### config.mk
export PLATFORM = sky130hd
export DESIGN_NAME = apd_top
export DESIGN_NICKNAME = d
export VERILOG_FILES = /design/src/apd_pkg.sv /design/src/apd_regs.sv /design/src/apd_top.sv
export SDC_FILE = /design/constraint.sdc
export NUM_CORES = 1
export LEC_CHECK = 0
export ABC_AREA = 1
export BUFFER_PORTS_ARGS = -buffer_cell sky130_fd_sc_hd__buf_2
export CAP_MARGIN = 20
export CORE_ASPECT_RATIO = 0.75
export CORE_MARGIN = 1
export CORE_UTILIZATION = 33
export DETAILED_ROUTE_END_ITERATION = 8
export GPL_ROUTABILITY_DRIVEN = 0
export PLACE_DENSITY = 0.61
export SLEW_MARGIN = 20
export SYNTH_ARGS = -nofsm -noshare
export SYNTH_HDL_FRONTEND = slang
export SYNTH_HIERARCHICAL = 1
export SYNTH_SLANG_ARGS = --single-unit
### constraint.sdc
create_clock -name i_sys_clk -period 1.2 [get_ports i_sys_clk]
set_input_delay 0.06 -clock i_sys_clk [delete_from_list [all_inputs] [get_ports i_sys_clk]]
set_output_delay 0.06 -clock i_sys_clk [all_outputs]
set_load 0.005 [all_outputs]
### src/apd_pkg.sv
// Package for the audio clock divider configuration block.
// Assumes a host-side register write port delivering 16-bit words.
`default_nettype none
package apd_pkg;
    localparam logic [7:0]  ADDR_PLL_DIV   = 8'h1b;
    localparam logic [7:0]  ADDR_PLL_FRAC  = 8'h1c;
    localparam logic [7:0]  ADDR_DAC_RAMP  = 8'h1d;
    localparam logic [0:0]  RST_PLL_ON     = 1'h0;
    localparam logic [3:0]  RST_BYPASS     = 4'h2;
    localparam logic [2:0]  RST_PRE        = 3'h0;
    localparam logic [5:0]  RST_INT        = 6'h01;
    localparam logic [13:0] RST_FRAC       = 14'h0000;
    localparam logic [13:0] FRAC_LIMIT     = 14'h270f;
    localparam logic [0:0]  RST_SOFT_DIS   = 1'h0;
    localparam logic [1:0]  RSVD_LOW       = 2'h0;
    localparam int          POS_SOFT_DIS   = 14;
    localparam logic [4:0]  DIV16          = 5'h10;
    localparam logic [3:0]  DIV8           = 4'h8;

    typedef struct packed {
        logic       pll_on_bit;
        logic [3:0] bypass_divider;
        logic [2:0] pre_divider;
        logic [5:0] integer_multiplier;
        logic [1:0] reserved;
    } apd_div_t;

    typedef struct packed {
        logic       pll_on;
        logic [4:0] bypass_ratio;
        logic [3:0] pre_ratio;
        logic [5:0] int_mult;
        logic [13:0] frac_mult;
        logic       soft_step_disable;
    } apd_cfg_t;
endpackage : apd_pkg
`default_nettype wire

### src/apd_regs.sv
// Register store for the three configuration words.
// Assumes write strobes come from logic on the same clock.
`default_nettype none
module apd_regs
    import apd_pkg::*;
(
    input  wire logic        i_sys_clk,
    input  wire logic        i_rst_n,
    input  wire logic        i_wr_div,
    input  wire logic        i_wr_frac,
    input  wire logic        i_wr_ramp,
    input  wire logic [15:0] i_wdata,
    output var  apd_div_t    o_div,
    output var  logic [13:0] o_frac,
    output var  logic        o_soft_dis
);
    always_ff @(posedge i_sys_clk or negedge i_rst_n) begin
        if (!i_rst_n) begin
            o_div      <= '{RST_PLL_ON, RST_BYPASS, RST_PRE, RST_INT, RSVD_LOW};
            o_frac     <= RST_FRAC;
            o_soft_dis <= RST_SOFT_DIS;
        end else begin
            if (i_wr_div) begin
                o_div <= '{i_wdata[15], i_wdata[14:11], i_wdata[10:8], i_wdata[7:2], RSVD_LOW};
            end
            if (i_wr_frac) begin
                o_frac <= i_wdata[15:2];
            end
            if (i_wr_ramp) begin
                o_soft_dis <= i_wdata[POS_SOFT_DIS];
            end
        end
    end
endmodule : apd_regs
`default_nettype wire

### src/apd_top.sv
// Audio clock divider configuration: register file and effective divider values.
// Assumes the serial port decoder delivers whole 16-bit writes and reads on i_sys_clk.
//
// Functional notes
// - PLL off when divider register top bit is 0, on when 1; resets 0.
// - Bypass divider used only with PLL off; 0 means 16; resets 0010.
// - Pre-divider used only with PLL on; 0 means 8; resets 000.
// - Integer multiplier used only with PLL on, value direct 1..63; resets 1.
// - Fraction multiplier in upper 14 bits, used only with PLL on; resets 0.
// - Fraction values above 9999 are used as 9999.
// - Two lowest bits of PLL registers read 00; host writes 00.
// - Soft-step disable bit: 0 enables stepping, 1 disables; resets 0.
`default_nettype none
module apd_top
    import apd_pkg::*;
(
    input  wire logic        i_sys_clk,
    input  wire logic        i_rst_n,
    input  wire logic        i_wr,
    input  wire logic        i_rd,
    input  wire logic [7:0]  i_addr,
    input  wire logic [15:0] i_wdata,
    output logic [15:0]      o_rdata,
    output logic             o_rvalid,
    output var apd_cfg_t     o_cfg
);
    ////////////////////////////////////////////////////////////////////////////
    apd_div_t    div_reg;
    logic [13:0] frac_reg;
    logic        soft_dis;

    wire logic hit_div  = (i_addr == ADDR_PLL_DIV);
    wire logic hit_frac = (i_addr == ADDR_PLL_FRAC);
    wire logic hit_ramp = (i_addr == ADDR_DAC_RAMP);

    // A write strobe to an unmapped address reaches no register.
    wire logic wr_div   = i_wr & hit_div;
    wire logic wr_frac  = i_wr & hit_frac;
    wire logic wr_ramp  = i_wr & hit_ramp;

    apd_regs u_regs (
        .i_sys_clk  (i_sys_clk),
        .i_rst_n    (i_rst_n),
        .i_wr_div   (wr_div),
        .i_wr_frac  (wr_frac),
        .i_wr_ramp  (wr_ramp),
        .i_wdata    (i_wdata),
        .o_div      (div_reg),
        .o_frac     (frac_reg),
        .o_soft_dis (soft_dis)
    );

    ////////////////////////////////////////////////////////////////////////////
    // Read mux; reserved bits read as zero.
    wire logic [15:0] rd_div  = {div_reg.pll_on_bit, div_reg.bypass_divider, div_reg.pre_divider,
                                 div_reg.integer_multiplier, RSVD_LOW};
    wire logic [15:0] rd_frac = {frac_reg, RSVD_LOW};
    wire logic [15:0] rd_ramp = 16'h0000 | (16'(soft_dis) << POS_SOFT_DIS);

    // Read-back selection by address; unmapped addresses read zero.
    function automatic logic [15:0] apd_read_sel(input logic [7:0]  addr,
                                                 input logic [15:0] div_word,
                                                 input logic [15:0] frac_word,
                                                 input logic [15:0] ramp_word);
        case (addr)
            ADDR_PLL_DIV: begin
                apd_read_sel = div_word;
            end
            ADDR_PLL_FRAC: begin
                apd_read_sel = frac_word;
            end
            ADDR_DAC_RAMP: begin
                apd_read_sel = ramp_word;
            end
            default: begin
                apd_read_sel = 16'h0000;
            end
        endcase
    endfunction : apd_read_sel

    wire logic [15:0] next_rdata = apd_read_sel(i_addr, rd_div, rd_frac, rd_ramp);

    ////////////////////////////////////////////////////////////////////////////
    // Effective divider values, one decoder each for the bypass, pre-divider and fraction fields.
    // A zero bypass code selects the longest divide, sixteen.
    function automatic logic [4:0] apd_ratio4(input logic [3:0] code);
        apd_ratio4 = (code == 4'h0) ? DIV16 : {1'b0, code};
    endfunction : apd_ratio4

    // A zero pre-divider code selects eight.
    function automatic logic [3:0] apd_ratio3(input logic [2:0] code);
        apd_ratio3 = (code == 3'h0) ? DIV8 : {1'b0, code};
    endfunction : apd_ratio3

    // Codes above the fraction limit are replaced by the limit.
    function automatic logic [13:0] apd_clamp(input logic [13:0] code);
        apd_clamp = (code > FRAC_LIMIT) ? FRAC_LIMIT : code;
    endfunction : apd_clamp

    ////////////////////////////////////////////////////////////////////////////
    // Field selection; fields unused in the current mode show neutral values.
    wire logic        pll_on            = div_reg.pll_on_bit;
    wire logic [4:0]  bypass_code_ratio = apd_ratio4(div_reg.bypass_divider);
    wire logic [3:0]  pre_code_ratio    = apd_ratio3(div_reg.pre_divider);
    wire logic [13:0] frac_eff          = apd_clamp(frac_reg);
    wire logic [4:0]  next_bypass       = pll_on ? DIV16 : bypass_code_ratio;
    wire logic [3:0]  next_pre          = pll_on ? pre_code_ratio : DIV8;
    wire logic [5:0]  next_int          = pll_on ? div_reg.integer_multiplier : RST_INT;
    wire logic [13:0] next_frac         = pll_on ? frac_eff : RST_FRAC;
    wire logic        next_soft         = soft_dis;

    ////////////////////////////////////////////////////////////////////////////
    // Output registers; each field has its own flop so outputs never pass logic.
    logic        cfg_pll_on;
    logic [4:0]  cfg_bypass;
    logic [3:0]  cfg_pre;
    logic [5:0]  cfg_int;
    logic [13:0] cfg_frac;
    logic        cfg_soft;

    // Read data holds until the next read.
    always_ff @(posedge i_sys_clk or negedge i_rst_n) begin
        if (!i_rst_n) begin
            o_rdata <= '0;
        end else if (i_rd) begin
            o_rdata <= next_rdata;
        end
    end

    // Read valid is a one-cycle pulse after each read strobe.
    always_ff @(posedge i_sys_clk or negedge i_rst_n) begin
        if (!i_rst_n) begin
            o_rvalid <= 1'b0;
        end else begin
            o_rvalid <= i_rd;
        end
    end

    // PLL enable as seen by the clock generator.
    always_ff @(posedge i_sys_clk or negedge i_rst_n) begin
        if (!i_rst_n) begin
            cfg_pll_on <= '0;
        end else begin
            cfg_pll_on <= pll_on;
        end
    end

    // Bypass divide ratio.
    always_ff @(posedge i_sys_clk or negedge i_rst_n) begin
        if (!i_rst_n) begin
            cfg_bypass <= '0;
        end else begin
            cfg_bypass <= next_bypass;
        end
    end

    // Pre-divide ratio.
    always_ff @(posedge i_sys_clk or negedge i_rst_n) begin
        if (!i_rst_n) begin
            cfg_pre <= '0;
        end else begin
            cfg_pre <= next_pre;
        end
    end

    // Integer multiplier.
    always_ff @(posedge i_sys_clk or negedge i_rst_n) begin
        if (!i_rst_n) begin
            cfg_int <= '0;
        end else begin
            cfg_int <= next_int;
        end
    end

    // Clamped fraction multiplier.
    always_ff @(posedge i_sys_clk or negedge i_rst_n) begin
        if (!i_rst_n) begin
            cfg_frac <= '0;
        end else begin
            cfg_frac <= next_frac;
        end
    end

    // Soft-step disable.
    always_ff @(posedge i_sys_clk or negedge i_rst_n) begin
        if (!i_rst_n) begin
            cfg_soft <= '0;
        end else begin
            cfg_soft <= next_soft;
        end
    end

    ////////////////////////////////////////////////////////////////////////////
    // Pack the field flops into the configuration output.
    assign o_cfg = '{cfg_pll_on,
                     cfg_bypass,
                     cfg_pre,
                     cfg_int,
                     cfg_frac,
                     cfg_soft};
endmodule : apd_top
`default_nettype wire

# After elaboration in Yosys (flattened, before gate mapping)
# Index checks and enable logic that the tools add are counted.
[word_totals]
reg_bits = 77
in_bits = 28
output_inout_bits = 48
elab_cells = 31
[classes]
order_cmp = 1
eq_ne = 3
mux = 8
n_bitwise = 3
n_reduce_logical = 2
[op_table]
columns = ["operator", "n"]
rows = [
  ["$pmux 16 s3", 1],
  ["$mux 14", 2],
  ["$eq 8x5->1 const B", 3],
  ["$gt 14x14->1 const B", 1],
  ["$mux 5", 2],
  ["$mux 4", 2],
  ["$mux 6", 1],
  ["$logic_not 4->1", 1],
  ["$and 1x1->1", 3],
  ["$logic_not 3->1", 1],
]

# Depth between registers and ports, before layout
[logic_depth]
word_depth = 3
mapped_depth = 10
depth_no_buf = 8

# By module
# The synthesis kept the hierarchy.
[by_module_without_submodules]
columns = ["mod", "instances", "cells_per_inst", "area_each_um2", "seq_area_each_um2"]
rows = [
  ["apd_top", 1, 219, 1964.4, 1151.1],
  ["apd_regs", 1, 126, 1122.3, 728.2],
]

# Least setup slack after synthesis
# Ideal clock, no wire load.
[synth_path]
path_type = "in2reg"
start = "input i_addr[5]"
end = "register u_regs.o_frac[4]"
setup_time_ns = 0.116
t_arrival_ns = 1.110
required_ns = 1.084
slack_ns = -0.027
cell_stages = 10
n_path_buf = 2
path_cell_list = "inv_2 -> nand2_2 -> nor2_8 -> nand2_4 -> buf_6 -> nor2_1 -> inv_2 -> buf_6 -> nand2_1 -> nand2_1"
[synth_between]
elab_chain_len = 2
[synth_rtl]
columns = ["item", "line_no", "rtl"]
rows = [
  ["start, declared", "apd_top.sv:21", "input wire logic [7:0] i_addr,"],
  ["$eq 8x5->1", "apd_top.sv:33", "wire logic hit_frac = (i_addr == ADDR_PLL_FRAC);"],
  ["$and 1x1->1", "apd_top.sv:38", "wire logic wr_frac = i_wr & hit_frac;"],
  ["net wr_frac", "apd_top.sv:38", ""],
  ["end signal, assigned", "apd_regs.sv:27", "o_frac <= i_wdata[15:2];"],
  ["end, declared", "apd_regs.sv:14", "output var logic [13:0] o_frac,"],
]
# The timed path passes the listed nets, and every way through them passes these cells.
# A chain may end at the register's enable or synchronous reset.

# Worst setup path after layout
[layout_path]
start = "register u_regs.o_frac[7]"
end = "register cfg_frac[1]"
[layout_between]
elab_chain_len = 3
[layout_rtl]
columns = ["item", "line_no", "rtl"]
rows = [
  ["$gt 14x14->1", "apd_top.sv:97", "apd_clamp = (code > FRAC_LIMIT) ? FRAC_LIMIT : code;"],
  ["$mux 14", "apd_top.sv:97", ""],
  ["$mux 14", "apd_top.sv:109", "wire logic [13:0] next_frac = pll_on ? frac_eff : RST_FRAC;"],
  ["net next_frac[1]", "apd_top.sv:109", ""],
  ["end signal, assigned", "apd_top.sv:180", "cfg_frac <= next_frac;"],
  ["end, declared", "apd_top.sv:118", "logic [13:0] cfg_frac;"],
]
# The timed path passes the listed nets, and every way through them passes these cells.

==> results.ini <==
[finish]
mostFrequentLayoutCells = 148 x nand2_1, 73 x dfrtp_1, 70 x buf_2, 33 x inv_1, 18 x buf_4
final_core_util = 0.455
area_growth_pct = 34.1
design_area_sq_mm = 0.00411
final_common_cell = nand2_1
drive_gt1_frac = 0.284
antenna_cells = 0
nets = 473

[placement]
place_ws_ns = -0.0377
io_buffers = 71
dp_hpwl_um = 5250
place_area_sq_mm = 0.00359

[cts]
cts-buffers-inserted = 9
cts-root-buf = clkbuf_16
clk_path_buf_depth = 2
htreeDepth = 3
clock_latency_ns = 0.33
clk_pin_slew_ns = 0.06
clock-sinks = 75
cts_tree = yes

[grt]
grt_pass1_wl_um = 12200
antenna_found_initial = 0
overflow = 0
grt_pass1_vias = 2526
track_usage = 0.166
grt_max_degree = 39

[power]
power_switching_w = 0.00127
p_leak_nw = 2.32
p_int_w = 0.00457
finalPower_w = 0.00584
clkPwrFrac = 0.487
p_seq_frac = 0.453
irDropWorstVdd_uv = 620
p_comb_frac = 0.060
switching_share = 0.218
powerDensity_mw_per_mm2 = 1420

[detailed_routing]
wire_per_inst_um = 12.8
num_vias = 2407
drc = 0
drtIter0Drc = 204
met2_length_um = 3290
wl_met3_um = 431
firstDrtPassIters = 4
routed_via_density = 4.16
drt_wl_total_um = 7400
top_layer = met4
ant_nets = 0
met1Wirelength_um = 3640

[timing]
maxSlewViolCount = 0
rsz0062_at_grt = yes
fmax_mhz = 888
fin_crit_sh = 0.939
fin_ws_ns = 0.0735
final-setup-viol-count = 0
fin_crit_ns = 1.13
finClkSkew_ns = 0.00350
hold_viol_final = 0

[setup_path]
reg2reg_slack_ns = 0.07
regToRegStartpoint = u_regs/o_frac[7]$_DFFE_PN0P_
regToRegEndpoint = cfg_frac[1]$_DFF_PN0_
crit_fanout = 3
critPathArrivalTime_ns = 1.34
cp-startpoint = u_regs/o_frac[7]$_DFFE_PN0P_
cp-endpoint = cfg_frac[1]$_DFF_PN0_
required_ns = 1.41
critical_path.startpoint_type = flop
reg2reg_depth = 7
critPathKind = reg2reg
crit_path_end_kind = flop

[floorplan]
die-area_sq_mm = 0.00969
dieHeight_um = 85.5
pin_count = 76
core_area_sq_mm = 0.00905
rows = 30
start_util = 0.339
dieWidth_um = 113

[synthesis]
syn_inst = 342
avgSynthCellArea_sq_um = 8.97
syn-cell-area_sq_mm = 0.00307
ys_warn_count = 6

[run_status]
status = finished, final reports clean

[hold_path]
hp-class = in2async

[job]
cap_violations = 0

[state kept, by name, indices dropped and copies added (netlist names)]
register,flops
cfg_pll_on,1
cfg_soft,1
u_regs/o_div,14
u_regs/o_soft_dis,1
cfg_int,6
o_rvalid,1
o_rdata,14
cfg_pre,4
cfg_frac,14
u_regs/o_frac,14
cfg_bypass,5
[through the flow]
stage	instances	hold WS, ns	TNS [ns]
2_1_floorplan	343	-0.236	0
3_3_place_gp	542	-0.0347	0
3_5_place_dp	542	-0.0302	-0.254
4_1_cts	574	0.158	0
5_1_grt	578	0.185	-0.211
6_report	578	0.156	0
[worst min-delay path by stage]
stage / endpoint / startpoint
global placement: u_regs/o_div[3]$_DFFE_PN0P_ / i_rst_n
detailed placement: u_regs/o_div[3]$_DFFE_PN0P_ / i_rst_n
global route: u_regs/o_div[15]$_DFFE_PN0P_ / i_rst_n
CTS: u_regs/o_div[15]$_DFFE_PN0P_ / i_rst_n
floorplan: cfg_bypass[0]$_DFF_PN0_ / i_rst_n
finish: u_regs/o_div[15]$_DFFE_PN0P_ / i_rst_n
[area by class of cell]
type                    count  area [sq um]
fillers                   914          4930
flip-flops and latches     75          1880
multi-input cells         216           948
repair buffers            105           666
clock buffers              10           229
well taps                 128           160
inverters                  38           143
clock inverters             6          88.8
[routing by layer]
metal / global-route usage / vias up
met5: 0 / -
li1: - / 1233
met1: 0.230 / 1107
met4: 0.0478 / 0
met2: 0.248 / 65
met3: 0.0551 / 2
[power by group through the flow]
stage	clock network, W	registers, W	logic, W
after global routing	0.00299	0.00266	0.000401
final	0.00284	0.00265	0.000349
after floorplan	0	0.00268	0.000133
after global placement	0	0.00269	0.000293
after CTS	0.00288	0.00265	0.000342
after detailed placement	0	0.00269	0.000299
[worst max-delay path: stages (launching register included)]
cell,delay [ns]
dfrtp_1,0.40
nor2_2,0.12
nand2_1,0.06
nand2_1,0.05
nand3_1,0.07
nand2_2,0.10
buf_4,0.13
a21oi_1,0.07
[what timing repair did]
action | in CTS | in global routing
endpoints found under the setup margin | 1 | 13
gates cloned | 0 | 0
hold buffers | 16 | 0
pin swaps | 0 | 1
hold endpoints to repair | 105 | 0
setup buffers | 0 | 4
resized for setup | 1 | 4
Note: power is estimated with default switching activity, not from simulation.
